==> src/rtl/tlbt_pkg.sv <==
// Shared constants and types of the task linkage and busy tracking block.
package tlbt_pkg;

  // Register offsets on the software port (byte addresses).
  localparam int          REG_AW          = 6;
  localparam logic [5:0]  REG_CMD_OFS     = 6'h00;
  localparam logic [5:0]  REG_TBASE_OFS   = 6'h04;
  localparam logic [5:0]  REG_TLIMIT_OFS  = 6'h08;
  localparam logic [5:0]  REG_TSEL_OFS    = 6'h0C;
  localparam logic [5:0]  REG_TRBASE_OFS  = 6'h10;
  localparam logic [5:0]  REG_FLAGS_OFS   = 6'h14;
  localparam logic [5:0]  REG_CTRL0_OFS   = 6'h18;
  localparam logic [5:0]  REG_PDB_OFS     = 6'h1C;
  localparam logic [5:0]  REG_ERR_OFS     = 6'h20;

  // Command word fields.
  localparam int          CMD_KIND_LSB    = 0;
  localparam int          CMD_SEL_LSB     = 16;

  // Status word fields, read at the command offset.
  localparam int          STS_FAULT_LSB   = 0;
  localparam int          STS_ACTIVE_BIT  = 4;
  localparam int          STS_DONE_BIT    = 5;
  localparam int          STS_NOSW_BIT    = 6;

  // Flag positions in the processor flags word and control word zero.
  localparam int          FLAGS_NT_BIT    = 14;
  localparam int          CTRL0_TS_BIT    = 3;
  localparam logic [31:0] FLAGS_RST       = 32'h0000_0002;
  localparam logic [31:0] CTRL0_RST       = 32'h0000_0000;
  localparam logic [31:0] WORD_RST        = 32'h0000_0000;
  localparam logic [15:0] HALF_RST        = 16'h0000;

  // Task-state record layout (byte offsets from the record base).
  localparam logic [31:0] REC_LINK_OFS    = 32'h0000_0000;
  localparam logic [31:0] REC_PDB_OFS     = 32'h0000_001C;
  localparam logic [31:0] REC_FLAGS_OFS   = 32'h0000_0024;
  localparam logic [19:0] REC_MIN_LIMIT   = 20'h00067;

  // Descriptor layout: high word offset and bit positions in it.
  localparam logic [31:0] DESC_HI_OFS     = 32'h0000_0004;
  localparam int          DESC_BUSY_BIT   = 9;
  localparam int          DESC_P_BIT      = 15;
  localparam logic [3:0]  DESC_TYPE_MASK  = 4'hD;
  localparam logic [3:0]  DESC_TYPE_REC   = 4'h9;

  // Selector fields.
  localparam int          SEL_TI_BIT      = 2;

  // Kind of transfer that starts a switch; software writes these codes.
  typedef enum logic [1:0] {
    KIND_JUMP = 2'h0,
    KIND_CALL = 2'h1,
    KIND_INTR = 2'h2,
    KIND_INTERRUPT_RETURN = 2'h3
  } tlbt_kind_e;

  // Fault kinds reported for a failed switch.
  typedef enum logic [2:0] {
    FLT_NONE       = 3'h0,
    FLT_SEG_ABSENT = 3'h1,
    FLT_GEN_PROT   = 3'h2,
    FLT_INV_TASK   = 3'h3,
    FLT_STACK      = 3'h4
  } tlbt_fault_e;

endpackage

==> src/rtl/tlbt_sel_if.sv <==
// Interface between the switch sequencer and the selector checker.
`timescale 1ns/1ns
`default_nettype none
interface tlbt_sel_if;
  import tlbt_pkg::*;
  logic [15:0] sel;
  logic [15:0] tableLimit;
  logic [31:0] descLo;
  logic [31:0] descHi;
  logic        isIret;
  logic        selOk;
  tlbt_fault_e fault;
  logic [12:0] errIndex;
  modport judge (input sel, tableLimit, descLo, descHi, isIret,
                 output selOk, fault, errIndex);
  modport user (output sel, tableLimit, descLo, descHi, isIret,
                input selOk, fault, errIndex);
endinterface
`default_nettype wire

==> src/rtl/tlbt_task_link.sv <==
// Task switch sequencer keeping busy bits, nesting flag and link field.
//
// Added by the designer: the plain strobed port and the address map.
`timescale 1ns/1ns
`default_nettype none
// Overview of operation
// - Every completed switch sets the task-switched flag in control word zero.
// - Call or interrupt writes old selector into new link, then sets nesting.
// - Interrupt return switches to the linked task only when nesting is set.
// - Jump never nests; link unused, nesting flag taken from new record.
// - Jump, call and interrupt set new busy bit; return needs it already set.
// - Old busy bit cleared on jump and return, kept on call and interrupt.
// - New nesting flag from record on jump or return, forced on call or interrupt.
// - Old saved nesting flag cleared only by an interrupt return.
// - New link written only on call or interrupt; old link never.
// - Call or interrupt to a busy task raises general protection fault.
// - Every busy bit update is a locked read-modify-write.
// - Fault error code carries the index of the offending descriptor.
// - Selector valid only in right table, within limit, right type.
// - Page directory base loads from the new record on each switch.
// - Four fault kinds: absent, protection, invalid record, stack.
// - Nesting flag writable by software without any privilege check.
module tlbt_task_link #(
  parameter logic [19:0] MinRecLimit = tlbt_pkg::REC_MIN_LIMIT
) (
  input  wire logic                       clk,
  input  wire logic                       rst_b,
  input  wire logic [tlbt_pkg::REG_AW-1:0] regAddr,
  input  wire logic [31:0]                regWdata,
  input  wire logic                       regWr,
  input  wire logic                       regRd,
  output logic      [31:0]                regRdata,
  output logic                            memReq,
  output logic                            memWe,
  output logic                            memLock,
  output logic      [31:0]                memAddr,
  output logic      [31:0]                memWdata,
  input  wire logic                       memAck,
  input  wire logic [31:0]                memRdata,
  output logic                            switchActive
);
  import tlbt_pkg::*;

  if (MinRecLimit < REC_FLAGS_OFS[19:0] + 20'h00003) begin : gBadLimit
    $error("Least record limit leaves no room for the flags word.");
  end

  typedef enum logic [3:0] {
    S_IDLE, S_LINK_RD, S_SEL_CHK, S_DLO_RD, S_DHI_RD, S_DESC_CHK,
    S_OLD_LRD, S_OLD_LWR, S_FLG_WR, S_NEW_FLG_RD, S_PDB_RD,
    S_LINK_WR, S_NEW_LRD, S_NEW_LWR, S_COMMIT, S_FAULT
  } tlbt_state_e;

  tlbt_state_e state_q, state_d;
  tlbt_kind_e  kind_q, kind_d;
  tlbt_fault_e fault_q, fault_d;
  logic [15:0] newSel_q, newSel_d, taskSel_q, taskSel_d;
  logic [15:0] tableLimit_q, tableLimit_d, errCode_q, errCode_d;
  logic [31:0] descLo_q, descLo_d, descHi_q, descHi_d;
  logic [31:0] newBase_q, newBase_d, newFlags_q, newFlags_d;
  logic [31:0] newPdb_q, newPdb_d, rmw_q, rmw_d;
  logic [31:0] tableBase_q, tableBase_d, taskBase_q, taskBase_d;
  logic [31:0] flags_q, flags_d, ctrl0_q, ctrl0_d, pdb_q, pdb_d;
  logic [31:0] memAddr_q, memAddr_d, memWdata_q, memWdata_d;
  logic [31:0] rdata_q, rdata_d;
  logic        memReq_q, memReq_d, memWe_q, memWe_d;
  logic        memLock_q, memLock_d;
  logic        done_q, done_d, noSwitch_q, noSwitch_d;
  logic        nestKind, cmdWr;
  tlbt_kind_e  cmdKind;

  tlbt_sel_if chkIf ();

  tlbt_sel_check #(
    .MinRecLimit (MinRecLimit)
  ) uCheck (
    .chk (chkIf.judge)
  );

  // Byte address of the descriptor that a selector names.
  function automatic logic [31:0] descAddr(input logic [31:0] base,
                                           input logic [15:0] sel);
    descAddr = base + {16'h0000, sel[15:3], 3'h0};
  endfunction

  // States that hold a memory request, and those inside a locked update.
  function automatic logic isMem(input tlbt_state_e st);
    isMem = !(st inside {S_IDLE, S_SEL_CHK, S_DESC_CHK, S_COMMIT,
                         S_FAULT});
  endfunction

  function automatic logic isLocked(input tlbt_state_e st);
    isLocked = st inside {S_OLD_LRD, S_OLD_LWR, S_NEW_LRD, S_NEW_LWR};
  endfunction

  // Checker inputs come straight from the captured selector and words.
  assign chkIf.sel        = newSel_q;
  assign chkIf.tableLimit = tableLimit_q;
  assign chkIf.descLo     = descLo_q;
  assign chkIf.descHi     = descHi_q;
  assign chkIf.isIret     = (kind_q == KIND_INTERRUPT_RETURN);

  assign nestKind = (kind_q == KIND_CALL) || (kind_q == KIND_INTR);
  assign cmdWr    = regWr && (regAddr == REG_CMD_OFS);
  assign cmdKind  = tlbt_kind_e'(regWdata[CMD_KIND_LSB +: 2]);

  // Sequencer, software registers and memory request next values.
  always_comb begin
    state_d      = state_q;
    kind_d       = kind_q;
    fault_d      = fault_q;
    newSel_d     = newSel_q;
    taskSel_d    = taskSel_q;
    tableLimit_d = tableLimit_q;
    errCode_d    = errCode_q;
    descLo_d     = descLo_q;
    descHi_d     = descHi_q;
    newBase_d    = newBase_q;
    newFlags_d   = newFlags_q;
    newPdb_d     = newPdb_q;
    rmw_d        = rmw_q;
    tableBase_d  = tableBase_q;
    taskBase_d   = taskBase_q;
    flags_d      = flags_q;
    ctrl0_d      = ctrl0_q;
    pdb_d        = pdb_q;
    done_d       = done_q;
    noSwitch_d   = noSwitch_q;
    memAddr_d    = memAddr_q;
    memWdata_d   = memWdata_q;
    // Software writes; a flags write needs no privilege at all.
    if (regWr) begin
      unique case (regAddr)
        REG_TBASE_OFS:  tableBase_d  = regWdata;
        REG_TLIMIT_OFS: tableLimit_d = regWdata[15:0];
        REG_TSEL_OFS:   taskSel_d    = regWdata[15:0];
        REG_TRBASE_OFS: taskBase_d   = regWdata;
        REG_FLAGS_OFS:  flags_d      = regWdata;
        REG_CTRL0_OFS:  ctrl0_d      = regWdata;
        default: ;
      endcase
    end
    unique case (state_q)
      S_IDLE: begin
        if (cmdWr) begin
          kind_d     = cmdKind;
          fault_d    = FLT_NONE;
          done_d     = 1'b0;
          noSwitch_d = 1'b0;
          newSel_d   = regWdata[CMD_SEL_LSB +: 16];
          if (cmdKind != KIND_INTERRUPT_RETURN) begin
            state_d = S_SEL_CHK;
          end else if (flags_q[FLAGS_NT_BIT]) begin
            state_d = S_LINK_RD;
          end else begin
            noSwitch_d = 1'b1;
            done_d     = 1'b1;
          end
        end
      end
      S_LINK_RD: if (memAck) begin
        newSel_d = memRdata[15:0];
        state_d  = S_SEL_CHK;
      end
      S_SEL_CHK: begin
        if (chkIf.selOk) begin
          state_d = S_DLO_RD;
        end else begin
          fault_d   = (kind_q == KIND_INTERRUPT_RETURN) ? FLT_INV_TASK : FLT_GEN_PROT;
          errCode_d = {chkIf.errIndex, 3'h0};
          state_d   = S_FAULT;
        end
      end
      S_DLO_RD: if (memAck) begin
        descLo_d = memRdata;
        state_d  = S_DHI_RD;
      end
      S_DHI_RD: if (memAck) begin
        descHi_d = memRdata;
        state_d  = S_DESC_CHK;
      end
      S_DESC_CHK: begin
        newBase_d = {descHi_q[31:24], descHi_q[7:0], descLo_q[31:16]};
        if (chkIf.fault != FLT_NONE) begin
          fault_d   = chkIf.fault;
          errCode_d = {chkIf.errIndex, 3'h0};
          state_d   = S_FAULT;
        end else if (nestKind) begin
          state_d = S_FLG_WR;
        end else begin
          state_d = S_OLD_LRD;
        end
      end
      S_OLD_LRD: if (memAck) begin
        rmw_d   = memRdata;
        state_d = S_OLD_LWR;
      end
      S_OLD_LWR: if (memAck) state_d = S_FLG_WR;
      S_FLG_WR: if (memAck) state_d = S_NEW_FLG_RD;
      S_NEW_FLG_RD: if (memAck) begin
        newFlags_d = memRdata;
        state_d    = S_PDB_RD;
      end
      S_PDB_RD: if (memAck) begin
        newPdb_d = memRdata;
        if (nestKind) begin
          state_d = S_LINK_WR;
        end else if (kind_q == KIND_INTERRUPT_RETURN) begin
          state_d = S_COMMIT;
        end else begin
          state_d = S_NEW_LRD;
        end
      end
      S_LINK_WR: if (memAck) state_d = S_NEW_LRD;
      S_NEW_LRD: if (memAck) begin
        rmw_d   = memRdata;
        state_d = S_NEW_LWR;
      end
      S_NEW_LWR: if (memAck) state_d = S_COMMIT;
      S_COMMIT: begin
        // The switch overrides a software write in the same cycle.
        taskSel_d  = newSel_q;
        taskBase_d = newBase_q;
        pdb_d      = newPdb_q;
        flags_d    = newFlags_q;
        if (nestKind) begin
          flags_d[FLAGS_NT_BIT] = 1'b1;
        end
        ctrl0_d[CTRL0_TS_BIT] = 1'b1;
        done_d  = 1'b1;
        state_d = S_IDLE;
      end
      S_FAULT: begin
        done_d  = 1'b1;
        state_d = S_IDLE;
      end
    endcase
    // Address and data for the request of the state being entered.
    memReq_d  = isMem(state_d);
    memWe_d   = state_d inside {S_OLD_LWR, S_NEW_LWR, S_FLG_WR, S_LINK_WR};
    memLock_d = isLocked(state_d);
    unique case (state_d)
      S_LINK_RD:    memAddr_d = taskBase_q + REC_LINK_OFS;
      S_DLO_RD:     memAddr_d = descAddr(tableBase_q, newSel_d);
      S_DHI_RD:     memAddr_d = descAddr(tableBase_q, newSel_d) + DESC_HI_OFS;
      S_OLD_LRD:    memAddr_d = descAddr(tableBase_q, taskSel_q) + DESC_HI_OFS;
      S_OLD_LWR: begin
        memWdata_d                = rmw_d;
        memWdata_d[DESC_BUSY_BIT] = 1'b0;
      end
      S_FLG_WR: begin
        memAddr_d  = taskBase_q + REC_FLAGS_OFS;
        memWdata_d = flags_q;
        if (kind_q == KIND_INTERRUPT_RETURN) begin
          memWdata_d[FLAGS_NT_BIT] = 1'b0;
        end
      end
      S_NEW_FLG_RD: memAddr_d = newBase_q + REC_FLAGS_OFS;
      S_PDB_RD:     memAddr_d = newBase_q + REC_PDB_OFS;
      S_LINK_WR: begin
        memAddr_d  = newBase_q + REC_LINK_OFS;
        memWdata_d = {16'h0000, taskSel_q};
      end
      S_NEW_LRD:    memAddr_d = descAddr(tableBase_q, newSel_q) + DESC_HI_OFS;
      S_NEW_LWR: begin
        memWdata_d                = rmw_d;
        memWdata_d[DESC_BUSY_BIT] = 1'b1;
      end
      default: ;
    endcase
  end

  // Register stage of the sequencer group.
  always_ff @(posedge clk or negedge rst_b) begin
    if (!rst_b) begin
      state_q      <= S_IDLE;
      kind_q       <= KIND_JUMP;
      fault_q      <= FLT_NONE;
      newSel_q     <= HALF_RST;
      taskSel_q    <= HALF_RST;
      tableLimit_q <= HALF_RST;
      errCode_q    <= HALF_RST;
      descLo_q     <= WORD_RST;
      descHi_q     <= WORD_RST;
      newBase_q    <= WORD_RST;
      newFlags_q   <= WORD_RST;
      newPdb_q     <= WORD_RST;
      rmw_q        <= WORD_RST;
      tableBase_q  <= WORD_RST;
      taskBase_q   <= WORD_RST;
      flags_q      <= FLAGS_RST;
      ctrl0_q      <= CTRL0_RST;
      pdb_q        <= WORD_RST;
      done_q       <= 1'b0;
      noSwitch_q   <= 1'b0;
      memAddr_q    <= WORD_RST;
      memWdata_q   <= WORD_RST;
      memReq_q     <= 1'b0;
      memWe_q      <= 1'b0;
      memLock_q    <= 1'b0;
    end else begin
      state_q      <= state_d;
      kind_q       <= kind_d;
      fault_q      <= fault_d;
      newSel_q     <= newSel_d;
      taskSel_q    <= taskSel_d;
      tableLimit_q <= tableLimit_d;
      errCode_q    <= errCode_d;
      descLo_q     <= descLo_d;
      descHi_q     <= descHi_d;
      newBase_q    <= newBase_d;
      newFlags_q   <= newFlags_d;
      newPdb_q     <= newPdb_d;
      rmw_q        <= rmw_d;
      tableBase_q  <= tableBase_d;
      taskBase_q   <= taskBase_d;
      flags_q      <= flags_d;
      ctrl0_q      <= ctrl0_d;
      pdb_q        <= pdb_d;
      done_q       <= done_d;
      noSwitch_q   <= noSwitch_d;
      memAddr_q    <= memAddr_d;
      memWdata_q   <= memWdata_d;
      memReq_q     <= memReq_d;
      memWe_q      <= memWe_d;
      memLock_q    <= memLock_d;
    end
  end

  // Read data for the cycle after a read strobe; zero otherwise.
  always_comb begin
    rdata_d = WORD_RST;
    if (regRd) begin
      unique case (regAddr)
        REG_CMD_OFS: begin
          rdata_d[STS_FAULT_LSB +: 3] = fault_q;
          rdata_d[STS_ACTIVE_BIT]     = (state_q != S_IDLE);
          rdata_d[STS_DONE_BIT]       = done_q;
          rdata_d[STS_NOSW_BIT]       = noSwitch_q;
        end
        REG_TBASE_OFS:  rdata_d = tableBase_q;
        REG_TLIMIT_OFS: rdata_d = {16'h0000, tableLimit_q};
        REG_TSEL_OFS:   rdata_d = {16'h0000, taskSel_q};
        REG_TRBASE_OFS: rdata_d = taskBase_q;
        REG_FLAGS_OFS:  rdata_d = flags_q;
        REG_CTRL0_OFS:  rdata_d = ctrl0_q;
        REG_PDB_OFS:    rdata_d = pdb_q;
        REG_ERR_OFS:    rdata_d = {16'h0000, errCode_q};
        default:        rdata_d = WORD_RST;
      endcase
    end
  end

  // Register stage of the read data.
  always_ff @(posedge clk or negedge rst_b) begin
    if (!rst_b) begin
      rdata_q <= WORD_RST;
    end else begin
      rdata_q <= rdata_d;
    end
  end

  assign regRdata     = rdata_q;
  assign memReq       = memReq_q;
  assign memWe        = memWe_q;
  assign memLock      = memLock_q;
  assign memAddr      = memAddr_q;
  assign memWdata     = memWdata_q;
  assign switchActive = (state_q != S_IDLE);
endmodule
`default_nettype wire

==> src/rtl/tlbt_sel_check.sv <==
// Selector and descriptor checker for the incoming task-state record.
`timescale 1ns/1ns
`default_nettype none
module tlbt_sel_check #(
  parameter logic [19:0] MinRecLimit = tlbt_pkg::REC_MIN_LIMIT
) (
  tlbt_sel_if.judge chk
);
  import tlbt_pkg::*;

  logic [12:0] idx;
  logic [3:0]  typ;
  logic [19:0] limit;
  logic        busy;

  // Checks run in fixed priority; the first failing one names the fault.
  always_comb begin
    idx          = chk.sel[15:3];
    typ          = chk.descHi[11:8];
    busy         = chk.descHi[DESC_BUSY_BIT];
    limit        = {chk.descHi[19:16], chk.descLo[15:0]};
    chk.errIndex = idx;
    // Global table only, and the whole descriptor inside the limit.
    chk.selOk    = !chk.sel[SEL_TI_BIT] &&
                   ({idx, 3'h7} <= chk.tableLimit);
    if (!chk.selOk || ((typ & DESC_TYPE_MASK) != DESC_TYPE_REC)) begin
      chk.fault = chk.isIret ? FLT_INV_TASK : FLT_GEN_PROT;
    end else if (!chk.descHi[DESC_P_BIT]) begin
      chk.fault = FLT_SEG_ABSENT;
    end else if (!chk.isIret && busy) begin
      chk.fault = FLT_GEN_PROT;
    end else if (chk.isIret && !busy) begin
      chk.fault = FLT_INV_TASK;
    end else if (limit < MinRecLimit) begin
      chk.fault = FLT_INV_TASK;
    end else begin
      chk.fault = FLT_NONE;
    end
  end

endmodule
`default_nettype wire

==> config.mk <==
export PLATFORM = sky130hd
export DESIGN_NAME = tlbt_task_link
export DESIGN_NICKNAME = d
export VERILOG_FILES = /design/src/rtl/tlbt_pkg.sv /design/src/rtl/tlbt_sel_if.sv /design/src/rtl/tlbt_task_link.sv /design/src/rtl/tlbt_sel_check.sv
export SDC_FILE = /design/constraint.sdc
export NUM_CORES = 1
export LEC_CHECK = 0
export BUFFER_PORTS_ARGS = -buffer_cell sky130_fd_sc_hd__buf_2
export CAP_MARGIN = 25
export CORE_MARGIN = 2
export CORE_UTILIZATION = 45
export CTS_CLUSTER_SIZE = 16
export DETAILED_ROUTE_END_ITERATION = 8
export GPL_TIMING_DRIVEN = 0
export MAX_ROUTING_LAYER = met4
export PLACE_DENSITY = 0.61
export SETUP_SLACK_MARGIN = 0.5
export SYNTH_ARGS = -nofsm -noshare
export SYNTH_HDL_FRONTEND = slang
export SYNTH_SLANG_ARGS = --single-unit
==> constraint.sdc <==
create_clock -name clk -period 8.5 [get_ports clk]
set_clock_uncertainty 0.05 [all_clocks]
set_input_delay 0.425 -clock clk [delete_from_list [all_inputs] [get_ports clk]]
set_output_delay 0.425 -clock clk [all_outputs]
set_load 0.02 [all_outputs]
# After elaboration in Yosys (flattened, before gate mapping)
# Cells that the tools add are included.
[word_totals] output_inout_bits=100 word_cells=198 ff_bits=526 in_bits=75
[classes] order_cmp=2 muxes=63 reduce_logical=48 add_sub_neg=9 eq_ne=47
[ops] cell="$mux W32" count=9
[ops] cell="$pmux W32 S9" count=1
[ops] cell="$pmux W25 S8" count=1
[ops] cell="$pmux W32 S4" count=1
[ops] cell="$mux W16" count=7
[ops] cell="$add A32 B16 Y32" count=3
[ops] cell="$add A32 B3 Y32 const B" count=3
[ops] cell="$mux W4" count=19
[ops] cell="$add A32 B6 Y32 const B" count=2
[ops] cell="$eq A4 B4 Y1 const B" count=16
[ops] cell="$pmux W16 S2" count=2
[ops] cell="$pmux W4 S15" count=1
[ops] cell="$pmux W3 S9" count=2
[ops] cell="$add A32 B5 Y32 const B" count=1
[ops] cell="$eq A4 B3 Y1 const B" count=8
[ops] cell="$reduce_and A2 Y1" count=14
[ops] cell="$eq A6 B5 Y1 const B" count=4
[ops] cell="$mux W3" count=8
[ops] cell="$lt A20 B7 Y1 const B" count=1
[ops] cell="$eq A4 B2 Y1 const B" count=4
[ops] cell="$le A16 B16 Y1" count=1
[ops] cell="$reduce_bool A2 Y1" count=8
[ops] cell="$eq A6 B4 Y1 const B" count=2
[ops] cell="$reduce_bool A4 Y1" count=3
[ops] cell="23 further kinds" count=48

# Longest topological paths before layout
[logic_depth] word_depth=12 ltp_mapped=26 ltp_nobuf=23

# Modules after synthesis
# From an unflattened synthesis, not the netlist that was laid out.
[unflattened] hier_cells=2745 hier_area_um2=28491.1
[by_module_without_submodules] module="tlbt_task_link" seq_area_each_um2=13063.8 cells_each=2664 n_inst=1 area_per_inst_um2=27900.5
[by_module_without_submodules] module="tlbt_sel_check" seq_area_each_um2=0.0 cells_each=81 n_inst=1 area_per_inst_um2=590.6

# Worst setup path after synthesis
# No wires, ideal clock.
[synth_timing] path_type="reg2reg" from="reg state_q[1]" to="reg memAddr_q[31] (netlist: memAddr[31])" required_time_ps=8311 setup_slack_ps=3287 path_stages_with_launch=23 setup_ps=139 path_buffers=3 t_arrival_ps=5025 synth_period_minus_slack_ps=5213 path_cell_list="dfrtp_1 buf_2 or3_1 or2_1 buf_2 nor2_1 clkbuf_1 a22oi_1 o21ai_0 ha_1 inv_1 fa_1 nor2b_1 o21ai_0 a21oi_1 nand4_1 nor4_2 nand4_1 nor3_2 nand4_1 mux2i_1 a2111oi_0 a21oi_1"
[synth_via] elab_cells_between_ends=46 classes_between="add/sub (2); eq/ne (24); mux (17); reduce/logical (3)"
[synth_rtl] element="from (decl)" line="tlbt_task_link.sv:54" source="tlbt_state_e state_q, state_d;"
[synth_rtl] element="from (signal assigned)" line="tlbt_task_link.sv:302" source="state_q <= state_d;"
[synth_rtl] element="$eq A4 B1 Y1 / $logic_not A4 Y1 (equally long branches)" line="tlbt_task_link.sv:143" source="unique case (state_q)"
[synth_rtl] element="$pmux W16 S2 *" line="tlbt_task_link.sv:143"
[synth_rtl] element="named net newSel_d[3]" line="tlbt_task_link.sv:57" source="logic [15:0] newSel_q, newSel_d, taskSel_q, taskSel_d;"
[synth_rtl] element="$add A32 B16 Y32 *" line="tlbt_task_link.sv:83" source="descAddr = base + {16'h0000, sel[15:3], 3'h0};"
[synth_rtl] element="$add A32 B3 Y32" line="tlbt_task_link.sv:245" source="S_DHI_RD: memAddr_d = descAddr(tableBase_q, newSel_d) + DESC_HI_OFS;"
[synth_rtl] element="$pmux W32 S9 *" line="tlbt_task_link.sv:242" source="unique case (state_d)"
[synth_rtl] element="to (signal assigned)" line="tlbt_task_link.sv:322" source="memAddr_q <= memAddr_d;"
[synth_rtl] element="to (decl)" line="tlbt_task_link.sv:64" source="logic [31:0] memAddr_q, memAddr_d, memWdata_q, memWdata_d;"
# Mark *: on every way through the listed nets, which the timed path passes. The rest lies on a longest branch.
# A chain may end at the register's enable or synchronous reset.

# Final worst setup path
[layout_timing] from="reg newSel_q[11] (netlist: chkIf.sel[11])" to="reg memAddr_q[28] (netlist: memAddr[28])"
[layout_via] elab_chain_len=10 elab_cells_between_ends=27 classes_between="add/sub (4); order compare (1); eq/ne (9); mux (8); reduce/logical (5)"
[layout_lines] element="from (decl)" line="tlbt_task_link.sv:57"
[layout_lines] element="from (signal assigned)" line="tlbt_task_link.sv:305" source="newSel_q <= newSel_d;"
[layout_lines] element="branches (longest 10 deep; another with $add A32 B16 Y32)"
# Parallel ways; which one is timed is not known. The select of a mux whose other input is x is not followed.

==> flow_summary_export.csv <==
group,metric,value,unit
placed_design,port_buffers,170,
floorplanning,dieArea,0.0641,mm^2
setup_path,crit_type,"reg -> reg",
global_routing,antenna_found_initial,3,
layout,fin_area,0.0321,mm^2
pwr,cellLeakagePower,14.4,nW
global_routing,grt_usage,0.383,
timing,finalMaxSlewViolations,0,
pwr,p_per_area,425,mW/mm^2
layout,fin_nets,3115,
clock_network,cts_tree,"built",
run_status,status,"finished clean",
global_routing,gr-total-overflow,0,
route,vias_per_cell,6.28,
route,drt_wl_total,119000,um
timing,rsz0062_at_grt,"false",
timing,finalCritPeriodShare,0.889,
placed_design,gp_congestion,0.998,
setup_path,crit_slowest_cell,"a2111oi_0",
timing,setup_viol,0,
setup_path,cpPeakStageDelay,0.72,ns
placed_design,place_area,0.0300,mm^2
yosys,ys_seq_area_frac,0.460,
clock_network,insertion_delay,0.68,ns
timing,slew_headroom,0.237,
route,wl_per_cell,30.9,um
layout,final_cell_mix,"dfrtp_1, mux2_2, nand2_1",
global_routing,grt_first_pass_wirelength,170000,um
yosys,postSynthAreaPerCell,10.2,um^2
clock_network,path_clk_slew,0.06,ns
yosys,ys_seq_elements,514,
floorplanning,pin_count,175,
yosys,synth-main-ff-cell,"dfrtp_1",
yosys,synth_nets,2872,
timing,worstMarginPinSlew,1.12,ns
clock_network,postCtsSetupBuffers,0,
global_routing,grt_pass1_vias,23400,
timing,hold_viol,0,
yosys,netlist_instances,2734,
global_routing,grt_max_degree,121,
yosys,synth_cell_types,94,
floorplanning,start_util,0.454,
floorplanning,die_width,253,um
clock_network,cts_max_path_buffers,3,
flow_run,maxCapViolations,0,
layout,layout_commonest_cell,"dfrtp_1",
route,route.detailed.drc,0,
yosys,synth_edf_count,0,
clock_network,post_cts_resize_count,0,
setup_path,end_kind,"flop",
layout,area_delta_synth_final,14.8,%
floorplanning,rows,91,
route,antenna_left,0,
clock_network,cts_root_buffer,"clkbuf_16",
floorplanning,die_height,253,um
layout,n_antenna_cell,0,
yosys,synthesis.area,0.0279,mm^2
route,num_vias,24200,
clock_network,clock_sinks,514,
yosys,async_flop_share,1.00,
setup_path,cp_data_required_time,8.92,ns
timing,setup_ws,0.942,ns
clock_network,htreeDepth,2,
timing,min_period,7.56,ns
route,drt_iter0_markers,2835,
setup_path,worstPathCellList,"ha_1 -> nand4_1 -> or2_1 -> or4_1 -> buf_2 -> o22a_1 -> nand2_1 -> o2111a_1 -> clkbuf_1 -> nand3_1 -> fa_1 -> inv_1 -> a21oi_1 -> o21bai_1 -> nand3_1 -> nor4_1 -> nand3_1 -> nor2_1 -> or3_1 -> a31oi_1 -> a2111oi_0 -> a31oi_1",
yosys,ys_warn_count,0,
setup_path,worst_path_most_repeated_cell,"nand3_1",
floorplanning,core,0.0616,mm^2
timing,max_freq,132,MHz
setup_path,arrival,7.98,ns
setup_path,start_kind,"flop",
placed_design,dp_hpwl,92200,um
layout,drive_above_1_share,0.208,
setup_path,critPathMaxFanout,10,
placed_design,place_ws,1.23,ns
hold_path,min_path_type,"in -> reg",
route,first_pass_iters,6,
clock_network,cts_buffers,57,
pwr,ir_worst_vdd,0.231,mV
==> final cells by class <==
type	instances	area [um^2]
fill	5632	29500
multi-input combinational	1995	14200
clock inverter	21	318
sequential	514	12900
clock buffer	83	1670
timing repair buffer	184	1080
tap	837	1050
inverter	49	186
buffer	176	734
==> power by group <==
part	switching (W)	leakage, nW	internal (W)	total [W]
Clock	0.00111	0.972	0.00152	0.00263
Combinational	0.00412	7.03	0.00234	0.00647
Sequential	0.00110	6.38	0.00345	0.00455
Total	0.00633	14.4	0.00731	0.0136
==> critical path: cells and delay by family (launching register included) <==
family          cells  cell delay (ns)
buf+inv             3             0.77
compound gates      7             2.20
fa+ha+maj           2             0.82
simple gates       10             2.99
flops               1             0.52
==> cell usage after synthesis, drive strengths merged, types with 13 or more instances <==
library cell / count / area share
dfrtp: 513 / 0.46
mux2: 293 / 0.12
nand2: 253 / 0.034
nor2: 231 / 0.031
a21oi: 167 / 0.030
o21ai: 122 / 0.022
clkbuf: 116 / 0.016
mux2i: 98 / 0.035
xnor2: 81 / 0.026
a22oi: 69 / 0.019
buf: 60 / 0.011
ha: 59 / 0.026
a221oi: 57 / 0.018
nand3: 55 / 0.010
inv: 49 / 0.0067
xor2: 48 / 0.015
a31oi: 43 / 0.0096
and3: 43 / 0.0096
nor3: 35 / 0.0064
nand4: 24 / 0.0054
a211oi: 20 / 0.0057
o22ai: 19 / 0.0043
a22o: 18 / 0.0056
or3: 18 / 0.0040
a2111oi: 17 / 0.0056
nand2b: 17 / 0.0038
o211ai: 16 / 0.0043
a21o: 14 / 0.0038
nor2b: 13 / 0.0029
o21a: 13 / 0.0035
==> what timing repair did <==
item | in CTS | in global routing
endpoints found under the setup margin | 0 | 0
endpoints found under the hold margin | 71 | 0
hold buffers | 7 | 0
==> metrics by stage <==
stage	total power, W	utilization	cells	setup TNS, ns	hold slack, ns
finish	0.0136	0.521	3859	0	0.0286
floorplan	0.00816	-	2734	0	0.0794
global placement	0.0107	0.484	3741	-1782.77	0.400
global route	0.0143	0.521	3859	0	0.0287
detailed placement	0.0108	0.487	3748	0	0.354
CTS	0.0135	0.521	3859	0	0.00209
==> metal layers <==
layer	global-route usage	vias up	wire (um)
met5	-	-	0
met4	0.123	0	4150
met3	0.0642	211	10100
met2	0.563	1211	52400
met1	0.539	12400	52500
li1	-	10500	-
==> cell families (layout without fill, tap and decap cells) <==
logic type / Yosys count / after routing / synth area share
XOR/XNOR: 129 / 129 / 0.0411
flip-flops: 514 / 514 / 0.460
adder cells (fa/ha/maj): 65 / 65 / 0.0300
multiplexers: 392 / 392 / 0.154
AND/OR/NAND/NOR: 754 / 754 / 0.125
AO/OA/AOI/OAI: 655 / 655 / 0.156
buffers and inverters: 225 / 513 / 0.0330
==> path summary, 6_finish.rpt <==
check,startpoint,to,slack (ns),cells past startpoint
setup / recovery,chkIf.sel[11],memAddr[28],0.94,22
hold / removal,memRdata[24],newFlags_q[24],0.03,2
setup reg to reg,chkIf.sel[11],memAddr[28],0.94,22
hold reg to reg,chkIf.descHi[28],newBase_q[28],0.41,2
max in group asynchronous,rst_b,pdb_q[17],6.57,5
min in group asynchronous,rst_b,memAddr[25],0.28,2
Note: power is estimated with default switching activity, not from simulation.
